--- config.mk ---
export PLATFORM = sky130hd
export DESIGN_NAME = cmc_crc_monitor
export DESIGN_NICKNAME = d
export VERILOG_FILES = /design/src/common/cmc_pkg.sv /design/src/rtl/cmc_crc_monitor.sv
export SDC_FILE = /design/constraint.sdc
export NUM_CORES = 2
export LEC_CHECK = 0
export BUFFER_PORTS_ARGS = -buffer_cell sky130_fd_sc_hd__buf_2
export CAP_MARGIN = 0
export CORE_MARGIN = 10
export CORE_UTILIZATION = 59
export DETAILED_ROUTE_END_ITERATION = 7
export PLACE_DENSITY = 0.81
export REMOVE_ABC_BUFFERS = 1
export SLEW_MARGIN = 5
export SYNTH_ARGS = -nofsm -noshare
export SYNTH_HDL_FRONTEND = slang
export SYNTH_SLANG_ARGS = --single-unit
--- constraint.sdc ---
create_clock -name clock -period 13.4 [get_ports clock]
set_input_delay 2.01 -clock clock [delete_from_list [all_inputs] [get_ports clock]]
set_output_delay 2.01 -clock clock [all_outputs]
set_load 0.01 [all_outputs]
--- src/common/cmc_pkg.sv ---
// Shared constants, types and carriers of the configuration memory CRC monitor
`default_nettype none
package cmc_pkg;

	// ****************************************
	// Check polynomials and seeds
	// ****************************************
	localparam logic [31:0] CMC_CRC32_POLY  = 32'h04c11db7;
	localparam logic [15:0] CMC_FRAME_POLY  = 16'h1021;
	localparam logic [31:0] CMC_SCAN_SEED   = 32'h00000000;
	localparam logic [15:0] CMC_FRAME_SEED  = 16'h0000;
	localparam logic [31:0] CMC_REF_RESET   = 32'h00000000;

	// ****************************************
	// Test access port
	// ****************************************
	localparam int          CMC_IR_LEN        = 10;
	localparam logic [9:0]  CMC_IR_REF_ACCESS = 10'h015;
	localparam logic [9:0]  CMC_IR_BYPASS     = 10'h3ff;
	localparam logic [9:0]  CMC_IR_CAPTURE    = 10'h001;
	localparam int          CMC_SYNC_STAGES   = 2;

	// ****************************************
	// Configuration stream
	// ****************************************
	localparam int CMC_OPT_ED_EN_BIT = 0;
	localparam int CMC_ADDR_W        = 16;
	localparam int CMC_MEM_WORDS     = 64;

	typedef enum logic [2:0] {
		CMC_KIND_DATA = 3'h0,
		CMC_KIND_AUX  = 3'h1,
		CMC_KIND_OPT  = 3'h2,
		CMC_KIND_FCRC = 3'h3,
		CMC_KIND_REF  = 3'h4
	} cmc_kind_t;

	typedef struct packed {
		logic        valid;
		cmc_kind_t   kind;
		logic [31:0] data;
	} cmc_cfg_word_t;

	typedef struct packed {
		logic                  valid;
		logic [CMC_ADDR_W-1:0] addr;
		logic [31:0]           mask;
	} cmc_upset_t;

	typedef struct packed {
		logic tck;
		logic tms;
		logic tdi;
	} cmc_jtag_in_t;

	// ****************************************
	// State encodings
	// ****************************************
	typedef enum logic [4:0] {
		CMC_ST_LOAD = 5'h01,
		CMC_ST_SCAN = 5'h02,
		CMC_ST_FOLD = 5'h04,
		CMC_ST_IDLE = 5'h08,
		CMC_ST_FAIL = 5'h10
	} cmc_state_t;

	typedef enum logic [15:0] {
		CMC_TAP_TLR    = 16'h0001,
		CMC_TAP_RTI    = 16'h0002,
		CMC_TAP_SELDR  = 16'h0004,
		CMC_TAP_CAPDR  = 16'h0008,
		CMC_TAP_SHDR   = 16'h0010,
		CMC_TAP_EX1DR  = 16'h0020,
		CMC_TAP_PADR   = 16'h0040,
		CMC_TAP_EX2DR  = 16'h0080,
		CMC_TAP_UPDDR  = 16'h0100,
		CMC_TAP_SELIR  = 16'h0200,
		CMC_TAP_CAPIR  = 16'h0400,
		CMC_TAP_SHIR   = 16'h0800,
		CMC_TAP_EX1IR  = 16'h1000,
		CMC_TAP_PAIR   = 16'h2000,
		CMC_TAP_EX2IR  = 16'h4000,
		CMC_TAP_UPDIR  = 16'h8000
	} cmc_tap_t;

endpackage
`default_nettype wire

--- src/rtl/cmc_crc_monitor.sv ---
// Configuration memory CRC monitor with test access to the reference register
//
// Overview of operation
// Check each frame CRC while loading; stop on mismatch
// Frame mismatch drives configuration status low
// End of loading stores 32-bit reference CRC
// User mode rescans memory against reference repeatedly
// Only reconfiguration request low stops the checking
// Block memory and I/O data are excluded
// One 32-bit CRC, IEEE 802 polynomial
// Fault output high exactly when signature non-zero
// Instruction 0x015 selects reference register as data
// Reference access works only in user mode
// Host saves correct reference before injecting error
// Wrong reference raises fault; correct one clears
// Restoring reference returns to normal checking
// Checking runs only when option enabled
// System reconfigures or ignores on fault
// Fault updates only at end of pass; reconfiguration request low also clears it
`timescale 1ns/1ps
`default_nettype none
module cmc_crc_monitor
	import cmc_pkg::*;
#(
	parameter int MEM_WORDS = CMC_MEM_WORDS
) (
	input  wire logic          clock,
	input  wire logic          resetn,
	input  wire logic          reconfig_req_n,
	input  wire cmc_cfg_word_t cfg_word,
	input  wire cmc_upset_t    upset,
	input  wire cmc_jtag_in_t  jtag,
	output var  logic          tdo,
	output var  logic          tdo_oe,
	output var  logic          config_status_n,
	output var  logic          user_mode,
	output var  logic          integrity_fault
);

	localparam int AW = $clog2(MEM_WORDS);
	localparam int CW = $clog2(MEM_WORDS + 1);

	if (MEM_WORDS < 2 || MEM_WORDS > (1 << CMC_ADDR_W)) begin : g_check
		$error("MEM_WORDS out of range");
	end

	// ****************************************
	// CRC steps
	// ****************************************
	function automatic logic [31:0] crc32_step(input logic [31:0] c, input logic [31:0] d);
		logic [31:0] r;
		r = c;
		for (int i = 31; i >= 0; i--) begin
			r = {r[30:0], 1'b0} ^ ((r[31] ^ d[i]) ? CMC_CRC32_POLY : 32'h00000000);
		end
		return r;
	endfunction

	function automatic logic [15:0] crc16_step(input logic [15:0] c, input logic [31:0] d);
		logic [15:0] r;
		r = c;
		for (int i = 31; i >= 0; i--) begin
			r = {r[14:0], 1'b0} ^ ((r[15] ^ d[i]) ? CMC_FRAME_POLY : 16'h0000);
		end
		return r;
	endfunction

	// ****************************************
	// Pin synchronisers
	// ****************************************
	logic [CMC_SYNC_STAGES-1:0] rc_sync_reg;
	logic [CMC_SYNC_STAGES-1:0] tck_sync_reg;
	logic [CMC_SYNC_STAGES-1:0] tms_sync_reg;
	logic [CMC_SYNC_STAGES-1:0] tdi_sync_reg;
	logic                       tck_last_reg;

	always_ff @(posedge clock) begin
		if (!resetn) begin
			rc_sync_reg  <= '1;
			tck_sync_reg <= '0;
			tms_sync_reg <= '1;
			tdi_sync_reg <= '0;
			tck_last_reg <= 1'b0;
		end else begin
			rc_sync_reg  <= {rc_sync_reg[0], reconfig_req_n};
			tck_sync_reg <= {tck_sync_reg[0], jtag.tck};
			tms_sync_reg <= {tms_sync_reg[0], jtag.tms};
			tdi_sync_reg <= {tdi_sync_reg[0], jtag.tdi};
			tck_last_reg <= tck_sync_reg[1];
		end
	end

	wire rc_low   = ~rc_sync_reg[1];
	wire tck_rise = tck_sync_reg[1] & ~tck_last_reg;
	wire tck_fall = ~tck_sync_reg[1] & tck_last_reg;
	wire tms_s    = tms_sync_reg[1];
	wire tdi_s    = tdi_sync_reg[1];

	// ****************************************
	// State and storage
	// ****************************************
	cmc_state_t      state_reg;
	cmc_state_t      state_next;
	cmc_tap_t        tap_reg;
	cmc_tap_t        tap_next;
	logic [31:0]     cells [MEM_WORDS];
	logic [CW-1:0]   wcnt_reg;
	logic [CW-1:0]   scan_addr_reg;
	logic [31:0]     scan_crc_reg;
	logic [15:0]     frame_crc_reg;
	logic [31:0]     ref_crc_reg;
	logic [31:0]     ref_crc_next;
	logic            ed_enable_reg;
	logic            fault_reg;
	logic            status_n_reg;
	logic            user_mode_reg;
	logic [CMC_IR_LEN-1:0] ir_reg;
	logic [CMC_IR_LEN-1:0] ir_shift_reg;
	logic [31:0]     dr_shift_reg;
	logic            bypass_reg;
	logic            tdo_reg;
	logic            tdo_oe_reg;

	// ****************************************
	// Stream decode
	// ****************************************
	wire in_load    = state_reg == CMC_ST_LOAD;
	wire take_word  = in_load & cfg_word.valid & ~rc_low;
	wire take_data  = take_word & (cfg_word.kind == CMC_KIND_DATA);
	wire take_opt   = take_word & (cfg_word.kind == CMC_KIND_OPT);
	wire take_fcrc  = take_word & (cfg_word.kind == CMC_KIND_FCRC);
	wire take_ref   = take_word & (cfg_word.kind == CMC_KIND_REF);
	wire is_payload = take_word & (cfg_word.kind inside {CMC_KIND_DATA, CMC_KIND_AUX, CMC_KIND_OPT});
	wire frame_bad  = take_fcrc & (frame_crc_reg != cfg_word.data[15:0]);
	wire mem_room   = wcnt_reg < CW'(MEM_WORDS);
	wire cell_write = take_data & mem_room;
	wire upset_hit  = upset.valid & ({1'b0, upset.addr} < (CMC_ADDR_W + 1)'(MEM_WORDS));
	wire scan_more  = scan_addr_reg != wcnt_reg;
	wire [31:0] scan_word = cells[scan_addr_reg[AW-1:0]];
	wire [31:0] sig_fold  = crc32_step(scan_crc_reg, ref_crc_reg);
	wire in_user    = state_reg inside {CMC_ST_SCAN, CMC_ST_FOLD, CMC_ST_IDLE};
	wire user_mode_next = state_next inside {CMC_ST_SCAN, CMC_ST_FOLD, CMC_ST_IDLE};
	wire ref_sel    = (ir_reg == CMC_IR_REF_ACCESS) & in_user;
	wire upd_dr     = tck_rise & (tap_reg == CMC_TAP_UPDDR);
	wire jtag_write = upd_dr & ref_sel;
	wire tdo_src    = (tap_reg == CMC_TAP_SHIR) ? ir_shift_reg[0] :
	                  (ref_sel ? dr_shift_reg[0] : bypass_reg);

	assign ref_crc_next = take_ref   ? cfg_word.data :
	                      jtag_write ? dr_shift_reg  : ref_crc_reg;

	// ****************************************
	// Check sequencer
	// ****************************************
	always_comb begin
		state_next = state_reg;
		unique case (state_reg)
			CMC_ST_LOAD: begin
				if (frame_bad) begin
					state_next = CMC_ST_FAIL;
				end else if (take_ref) begin
					state_next = ed_enable_reg ? CMC_ST_SCAN : CMC_ST_IDLE;
				end
			end
			CMC_ST_SCAN: begin
				if (!scan_more) begin
					state_next = CMC_ST_FOLD;
				end
			end
			CMC_ST_FOLD: state_next = CMC_ST_SCAN;
			CMC_ST_IDLE: state_next = CMC_ST_IDLE;
			CMC_ST_FAIL: state_next = CMC_ST_FAIL;
			default:     state_next = CMC_ST_LOAD;
		endcase
		if (rc_low) begin
			state_next = CMC_ST_LOAD;
		end
	end

	always_ff @(posedge clock) begin
		if (!resetn) begin
			state_reg     <= CMC_ST_LOAD;
			wcnt_reg      <= '0;
			scan_addr_reg <= '0;
			scan_crc_reg  <= CMC_SCAN_SEED;
			frame_crc_reg <= CMC_FRAME_SEED;
			ref_crc_reg   <= CMC_REF_RESET;
			ed_enable_reg <= 1'b0;
			fault_reg     <= 1'b0;
			status_n_reg  <= 1'b1;
			user_mode_reg <= 1'b0;
		end else begin
			state_reg   <= state_next;
			user_mode_reg <= user_mode_next;
			ref_crc_reg <= ref_crc_next;
			if (rc_low) begin
				wcnt_reg      <= '0;
				scan_addr_reg <= '0;
				scan_crc_reg  <= CMC_SCAN_SEED;
				frame_crc_reg <= CMC_FRAME_SEED;
				ed_enable_reg <= 1'b0;
				fault_reg     <= 1'b0;
				status_n_reg  <= 1'b1;
			end else begin
				if (cell_write) begin
					wcnt_reg <= wcnt_reg + CW'(1);
				end
				if (is_payload) begin
					frame_crc_reg <= crc16_step(frame_crc_reg, cfg_word.data);
				end else if (take_fcrc) begin
					frame_crc_reg <= CMC_FRAME_SEED;
				end
				if (take_opt) begin
					ed_enable_reg <= cfg_word.data[CMC_OPT_ED_EN_BIT];
				end
				if (frame_bad) begin
					status_n_reg <= 1'b0;
				end
				if (state_reg == CMC_ST_SCAN && scan_more) begin
					scan_crc_reg  <= crc32_step(scan_crc_reg, scan_word);
					scan_addr_reg <= scan_addr_reg + CW'(1);
				end else if (state_reg == CMC_ST_FOLD) begin
					fault_reg     <= |sig_fold;
					scan_crc_reg  <= CMC_SCAN_SEED;
					scan_addr_reg <= '0;
				end
			end
		end
	end

	always_ff @(posedge clock) begin
		if (cell_write) begin
			cells[wcnt_reg[AW-1:0]] <= cfg_word.data;
		end else if (upset_hit) begin
			cells[upset.addr[AW-1:0]] <= cells[upset.addr[AW-1:0]] ^ upset.mask;
		end
	end

	// ****************************************
	// Test access port
	// ****************************************
	always_comb begin
		tap_next = tap_reg;
		unique case (tap_reg)
			CMC_TAP_TLR:   tap_next = tms_s ? CMC_TAP_TLR   : CMC_TAP_RTI;
			CMC_TAP_RTI:   tap_next = tms_s ? CMC_TAP_SELDR : CMC_TAP_RTI;
			CMC_TAP_SELDR: tap_next = tms_s ? CMC_TAP_SELIR : CMC_TAP_CAPDR;
			CMC_TAP_CAPDR: tap_next = tms_s ? CMC_TAP_EX1DR : CMC_TAP_SHDR;
			CMC_TAP_SHDR:  tap_next = tms_s ? CMC_TAP_EX1DR : CMC_TAP_SHDR;
			CMC_TAP_EX1DR: tap_next = tms_s ? CMC_TAP_UPDDR : CMC_TAP_PADR;
			CMC_TAP_PADR:  tap_next = tms_s ? CMC_TAP_EX2DR : CMC_TAP_PADR;
			CMC_TAP_EX2DR: tap_next = tms_s ? CMC_TAP_UPDDR : CMC_TAP_SHDR;
			CMC_TAP_UPDDR: tap_next = tms_s ? CMC_TAP_SELDR : CMC_TAP_RTI;
			CMC_TAP_SELIR: tap_next = tms_s ? CMC_TAP_TLR   : CMC_TAP_CAPIR;
			CMC_TAP_CAPIR: tap_next = tms_s ? CMC_TAP_EX1IR : CMC_TAP_SHIR;
			CMC_TAP_SHIR:  tap_next = tms_s ? CMC_TAP_EX1IR : CMC_TAP_SHIR;
			CMC_TAP_EX1IR: tap_next = tms_s ? CMC_TAP_UPDIR : CMC_TAP_PAIR;
			CMC_TAP_PAIR:  tap_next = tms_s ? CMC_TAP_EX2IR : CMC_TAP_PAIR;
			CMC_TAP_EX2IR: tap_next = tms_s ? CMC_TAP_UPDIR : CMC_TAP_SHIR;
			CMC_TAP_UPDIR: tap_next = tms_s ? CMC_TAP_SELDR : CMC_TAP_RTI;
			default:       tap_next = CMC_TAP_TLR;
		endcase
	end

	always_ff @(posedge clock) begin
		if (!resetn) begin
			tap_reg      <= CMC_TAP_TLR;
			ir_reg       <= CMC_IR_BYPASS;
			ir_shift_reg <= CMC_IR_CAPTURE;
			dr_shift_reg <= '0;
			bypass_reg   <= 1'b0;
			tdo_reg      <= 1'b0;
			tdo_oe_reg   <= 1'b0;
		end else begin
			if (tck_rise) begin
				tap_reg <= tap_next;
				unique case (tap_reg)
					CMC_TAP_TLR:   ir_reg <= CMC_IR_BYPASS;
					CMC_TAP_CAPIR: ir_shift_reg <= CMC_IR_CAPTURE;
					CMC_TAP_SHIR:  ir_shift_reg <= {tdi_s, ir_shift_reg[CMC_IR_LEN-1:1]};
					CMC_TAP_UPDIR: ir_reg <= ir_shift_reg;
					CMC_TAP_CAPDR: begin
						dr_shift_reg <= ref_sel ? ref_crc_reg : 32'h00000000;
						bypass_reg   <= 1'b0;
					end
					CMC_TAP_SHDR: begin
						if (ref_sel) begin
							dr_shift_reg <= {tdi_s, dr_shift_reg[31:1]};
						end else begin
							bypass_reg <= tdi_s;
						end
					end
					default: ;
				endcase
			end
			if (tck_fall) begin
				tdo_reg    <= tdo_src;
				tdo_oe_reg <= (tap_reg == CMC_TAP_SHIR) | (tap_reg == CMC_TAP_SHDR);
			end
		end
	end

	assign tdo             = tdo_reg;
	assign tdo_oe          = tdo_oe_reg;
	assign config_status_n = status_n_reg;
	assign user_mode       = user_mode_reg;
	assign integrity_fault = fault_reg;
endmodule
`default_nettype wire

### Word-level counts from Yosys, hierarchy flattened

Memories as Yosys holds them, arrays and structs flattened. A register that Yosys moved wholly into a read port is not among the register bits.
Cells that the tools add are included.

* add/subtract/negate cells: 2
* $mul: 0
* divide/modulo/power cells: 0
* magnitude comparators: 2
* equality and inequality tests: 33
* shift operators: 0
* mux-type cells: 142
* bitwise logic cells: 212
* reductions and logical operators: 22

Operator list (number)
* bitwise XOR 32 x 27 -> 32 bit: 64
* 2-to-1 mux 27 bit: 64
* bitwise XOR 16 x 13 -> 16 bit: 32
* 2-to-1 mux 13 bit: 33
* 2-to-1 mux 32 bit: 7
* case mux 16 bit (12 select lines): 1
* bitwise XOR 1 bit: 96
* 2-to-1 mux 16 bit: 4
* case mux 32 bit (2 select lines): 1
* OR reduction 32 bit: 2
* case mux 10 bit (2 select lines): 2
* bitwise XOR 32 bit: 1
* case mux 5 bit (5 select lines): 1
* 2-to-1 mux 6 bit: 4
* 2-to-1 mux 5 bit: 4
* 2-to-1 mux 9 bit: 2
* equality test 16 x 1 -> 1 bit (second input constant): 1
* equality test 16 x 10 -> 1 bit (second input constant): 1
* equality test 16 x 11 -> 1 bit (second input constant): 1
* equality test 16 x 12 -> 1 bit (second input constant): 1
* equality test 16 x 13 -> 1 bit (second input constant): 1
* equality test 16 x 14 -> 1 bit (second input constant): 1
* equality test 16 x 15 -> 1 bit (second input constant): 1
* equality test 16 bit (second input constant): 1
* 44 further kinds: 87

* flip-flop bits (word level): 183
* bits in latches: 0
* RAM bits: 2048
* bits in read-only memories: 0
* input bits: 91
* output and inout port bits: 5
* logic and storage cells: 436
* memories kept: 1

Memories
* cells: depth 64, width 32, rd ports 2, clocked after Yosys merged registers in 1, write ports 1, line cmc_crc_monitor.sv:106 `logic [31:0] cells [MEM_WORDS];`

### Depth between registers and ports, before layout

* depth in word-level cells: 97
* gate-level depth with buffers: 24
* gate-level depth less buffers: 14

### Worst setup path after synthesis

No wires, ideal clock.

* path type: in2reg
* start: in upset[32] in the netlist's numbering
* end: mem cells[0][0] (data pin)
* setup time: 0.549 ns
* arrival time: 6.795 ns
* data required time: 12.851 ns
* path slack: 6.057 ns
* stages on the path: 10
* path buffers: 4
* cells stage by stage: clkbuf_1 -> clkbuf_1 -> buf_1 -> buf_1 -> mux4_2 -> mux4_2 -> mux2i_1 -> o21ai_0 -> xnor2_1 -> a21oi_1

* cells in the longest elaborated chain, start to end: 7
* elaborated cells between the ends (all ways): 9
* those cells by class: order compare (1); mux (4); bitwise (2); reduce/logical (1); memory (1)

Ends and longest elaborated chain
* from (decl): line cmc_crc_monitor.sv:31 `input wire cmc_upset_t upset,`
* less-than comparator 16 x 7 -> 1 bit: line cmc_crc_monitor.sv:137 `wire upset_hit = upset.valid & ({1'b0, upset.addr} < (CMC_ADDR_W + 1)'(MEM_WORDS));`
* AND 1 bit: line cmc_crc_monitor.sv:137
* 2-to-1 mux 1 bit: line cmc_crc_monitor.sv:234 `end else if (upset_hit) begin`
* 2-to-1 mux 1 bit: line cmc_crc_monitor.sv:232 `if (cell_write) begin`
* 2-to-1 mux 1 bit (implied by the code): line cmc_crc_monitor.sv:235 `cells[upset.addr[AW-1:0]] <= cells[upset.addr[AW-1:0]] ^ upset.mask;`
* OR reduction 32 bit (no line)
* 2-to-1 mux 32 bit (no line) (*)
* to (decl): line cmc_crc_monitor.sv:106

Every way passes the cells marked *; elsewhere a longest branch is shown, timed or not.

==> metrics.csv <==
metric,value,unit
synth_edf_count,2048,
setup_viol,0,
failed_checks,design-rule violations,
drv_slew,0,
async_reset_ff_share,0,%
setup_tns,0,ps
yosys.cell_types.count,88,
cp_data_required_time,14180,ps
yosys-top-cells-count,"2048 x edfxtp_1, 1092 x mux4_2, 451 x xnor2_1",
die_width,453,µm
synth.yosys.seq_area_share,59.1,%
coreArea,186000,µm²
drv_cap,0,
largest_reg_flops,2048,
drive_above_1_share,29.4,%
ctsResizeCount,0,
post-route-drc-count,1,
yosysTopAreaCell,edfxtp_1,
setup_ws,5770,ps
p_per_area,141,nW/µm²
criticalPathCategory,reg -> reg,
ys_warn_count,0,
ant_nets,0,
ys_seq_elements,2237,
finClkSkew,58.9,ps
dpl.hpwl,201000,µm
worst-path-buf-inv,2,
pin_count,96,
path_delay_family,XOR/XNOR gates,
syn-cell-area,110000,µm²
dieArea,205000,µm²
crit_path_top_delay_cell,buf_4,
max_freq,131,MHz
cts_sinks,2237,
cp_max_fo,116,
hold_class,reg -> reg,
critPathCaptureType,flop,
initial_utilization,59.4,%
rows,158,
ctsHtreeMaxLevel,4,
nFillCells,11700,
syn_inst,6118,
p_leak,0.0369,µW
whs,417,ps
netlist.area_leader.share,55.7,%
synthTopCellsByArea,"edfxtp_1 56%, mux4_2 22%, xnor2_1 3.6%",
cpMostUsedCell,xnor2_1,
synth.most_common_cell,edfxtp_1,
post-route-util,65.3,%
path_clk_slew,60,ps
max_stage_delay,850,ps
ir_drop,330,µV
cts_buffer_depth,3,
rsz0062_at_grt,false,
grt_max_degree,136,
crit_chain,"buf_4, buf_12, mux4_2, and2_1, a2111oi_0, a2111oi_0, a21oi_1, xnor2_1, xnor2_1, xnor3_1, xnor2_4, xnor2_2, xnor2_4, xnor3_1, xnor2_1, a22o_1",
cp.arrival,8410,ps
post-route-min-period,7630,ps
syn2layout_area_growth,9.93,%
status,"finished, violations left",
num-nets-final,6263,
drt-total-wl,379000,µm
port_buffers,95,
hold_buffers,0,
gp_congestion,0.946,
cts_tree,built,
cts_setup_buffers,0,
drt_iter0_markers,12800,
grt-ovfl-total,0,
vias,69200,
hold_viol,0,
synth-main-ff-cell,edfxtp_1,
preCtsSetupSlack,5820,ps
groute.usage.overall,36.3,%
syn_avg_cell_area,18.1,µm²
cts_root_buffer,clkbuf_16,
critPathLaunchType,flop,
slew_headroom,4.04,%
numCtsBuffers,212,
routedWlPerCell,42.9,µm
grt_pass1_wl,525000,µm
grt_pass1_vias,68700,
first_pass_iters,8,
period_share,56.9,%
vias_per_cell,7.83,
dieHeight,453,µm
antenna_found_initial,12,
worst_slew_pin_slew,1430,ps
worst_skew_pair.late_latency,900,ps
==> worst reg2reg max path, stage by stage (launching register included) <==
cell and delay [ps]:
dfxtp_4 640, buf_4 850, buf_12 860, mux4_2 670, and2_1 180, a2111oi_0 580
a2111oi_0 160, a21oi_1 610, xnor2_1 320, xnor2_1 380, xnor3_1 470, xnor2_4 330
xnor2_2 220, xnor2_4 470, xnor3_1 460, xnor2_1 140, a22o_1 200
==> path summary, 6_finish.rpt <==
path | startpoint | end | slack (ps) | depth (start not counted)
setup / recovery | flop | scan_crc_reg[12]$_SDFFE_PN0N_ | 5770 | 16
hold / removal | tms_sync_reg[0]$_SDFF_PN1_ | tms_sync_reg[1]$_SDFF_PN1_ | 420 | 1
setup reg to reg | flop | scan_crc_reg[12]$_SDFFE_PN0N_ | 5770 | 16
hold reg to reg | tms_sync_reg[0]$_SDFF_PN1_ | tms_sync_reg[1]$_SDFF_PN1_ | 420 | 1
==> per-layer routing <==
layer	wire, µm	part of all wire [%]	vias up	GRT usage [%]
li1	-	-	25400	-
met4	37100	9.8	16	27.4
met1	112000	29	34500	43.9
met2	164000	43	7255	52.4
met3	66000	17	2013	14.5
met5	113	0.030	-	0
==> through the flow <==
step / instances / power [µW] / area [µm²]
after floorplan: 5686 / 10400 / 108000
after global placement: 8416 / 11000 / 114000
after detailed placement: 8416 / 11000 / 114000
after CTS: 8812 / 17000 / 121000
after global routing: 8834 / 17500 / 121000
final: 8839 / 17100 / 121000
==> cell type report <==
cell class	count	area, µm²	share of cell area [%]
timing repair buffer	270	2330	1.92
antenna	7	17.5	0.0144
clock buffer	258	5500	4.53
multi-input combinational	3436	43700	36.0
inverter	13	51.3	0.0422
tap	2480	3100	2.56
sequential	2237	65300	53.8
clock inverter	138	1400	1.15
==> where the power goes <==
part | total (µW) | leakage, µW | switching [µW] | internal [µW]
Combinational | 3330 | 0.0136 | 1810 | 1520
Sequential | 7630 | 0.0199 | 12.7 | 7620
Clock | 6120 | 0.00335 | 2740 | 3370
Total | 17100 | 0.0369 | 4560 | 12500
==> cell usage in the layout (no fill, tap or decap), drive strengths merged, types with 31 or more instances in the layout <==
master | Yosys | final
mux2i | 251 | 251
a21oi | 120 | 120
nor3 | 37 | 37
a311oi | 66 | 66
xnor2 | 466 | 466
a22oi | 112 | 112
dfxtp | 189 | 189
nand2 | 278 | 278
clkinv | 0 | 97
nor2b | 31 | 31
xor2 | 135 | 135
buf | 201 | 270
xnor3 | 50 | 50
nand3 | 105 | 105
edfxtp | 2048 | 2048
nor2 | 246 | 246
clkbuf | 231 | 258
o21ai | 55 | 55
mux4 | 1127 | 1127
o22ai | 40 | 40
==> cell families after synthesis <==
group                    synth area share, %
flip-flops                              59.1
multiplexers                            25.6
AND/OR/NAND/NOR                         3.59
XOR/XNOR                                6.26
AO/OA/AOI/OAI                           3.24
buffers and inverters                   2.14
adder cells (fa/ha/maj)               0.0226
No activity file was read; power rests on OpenSTA's default activity.
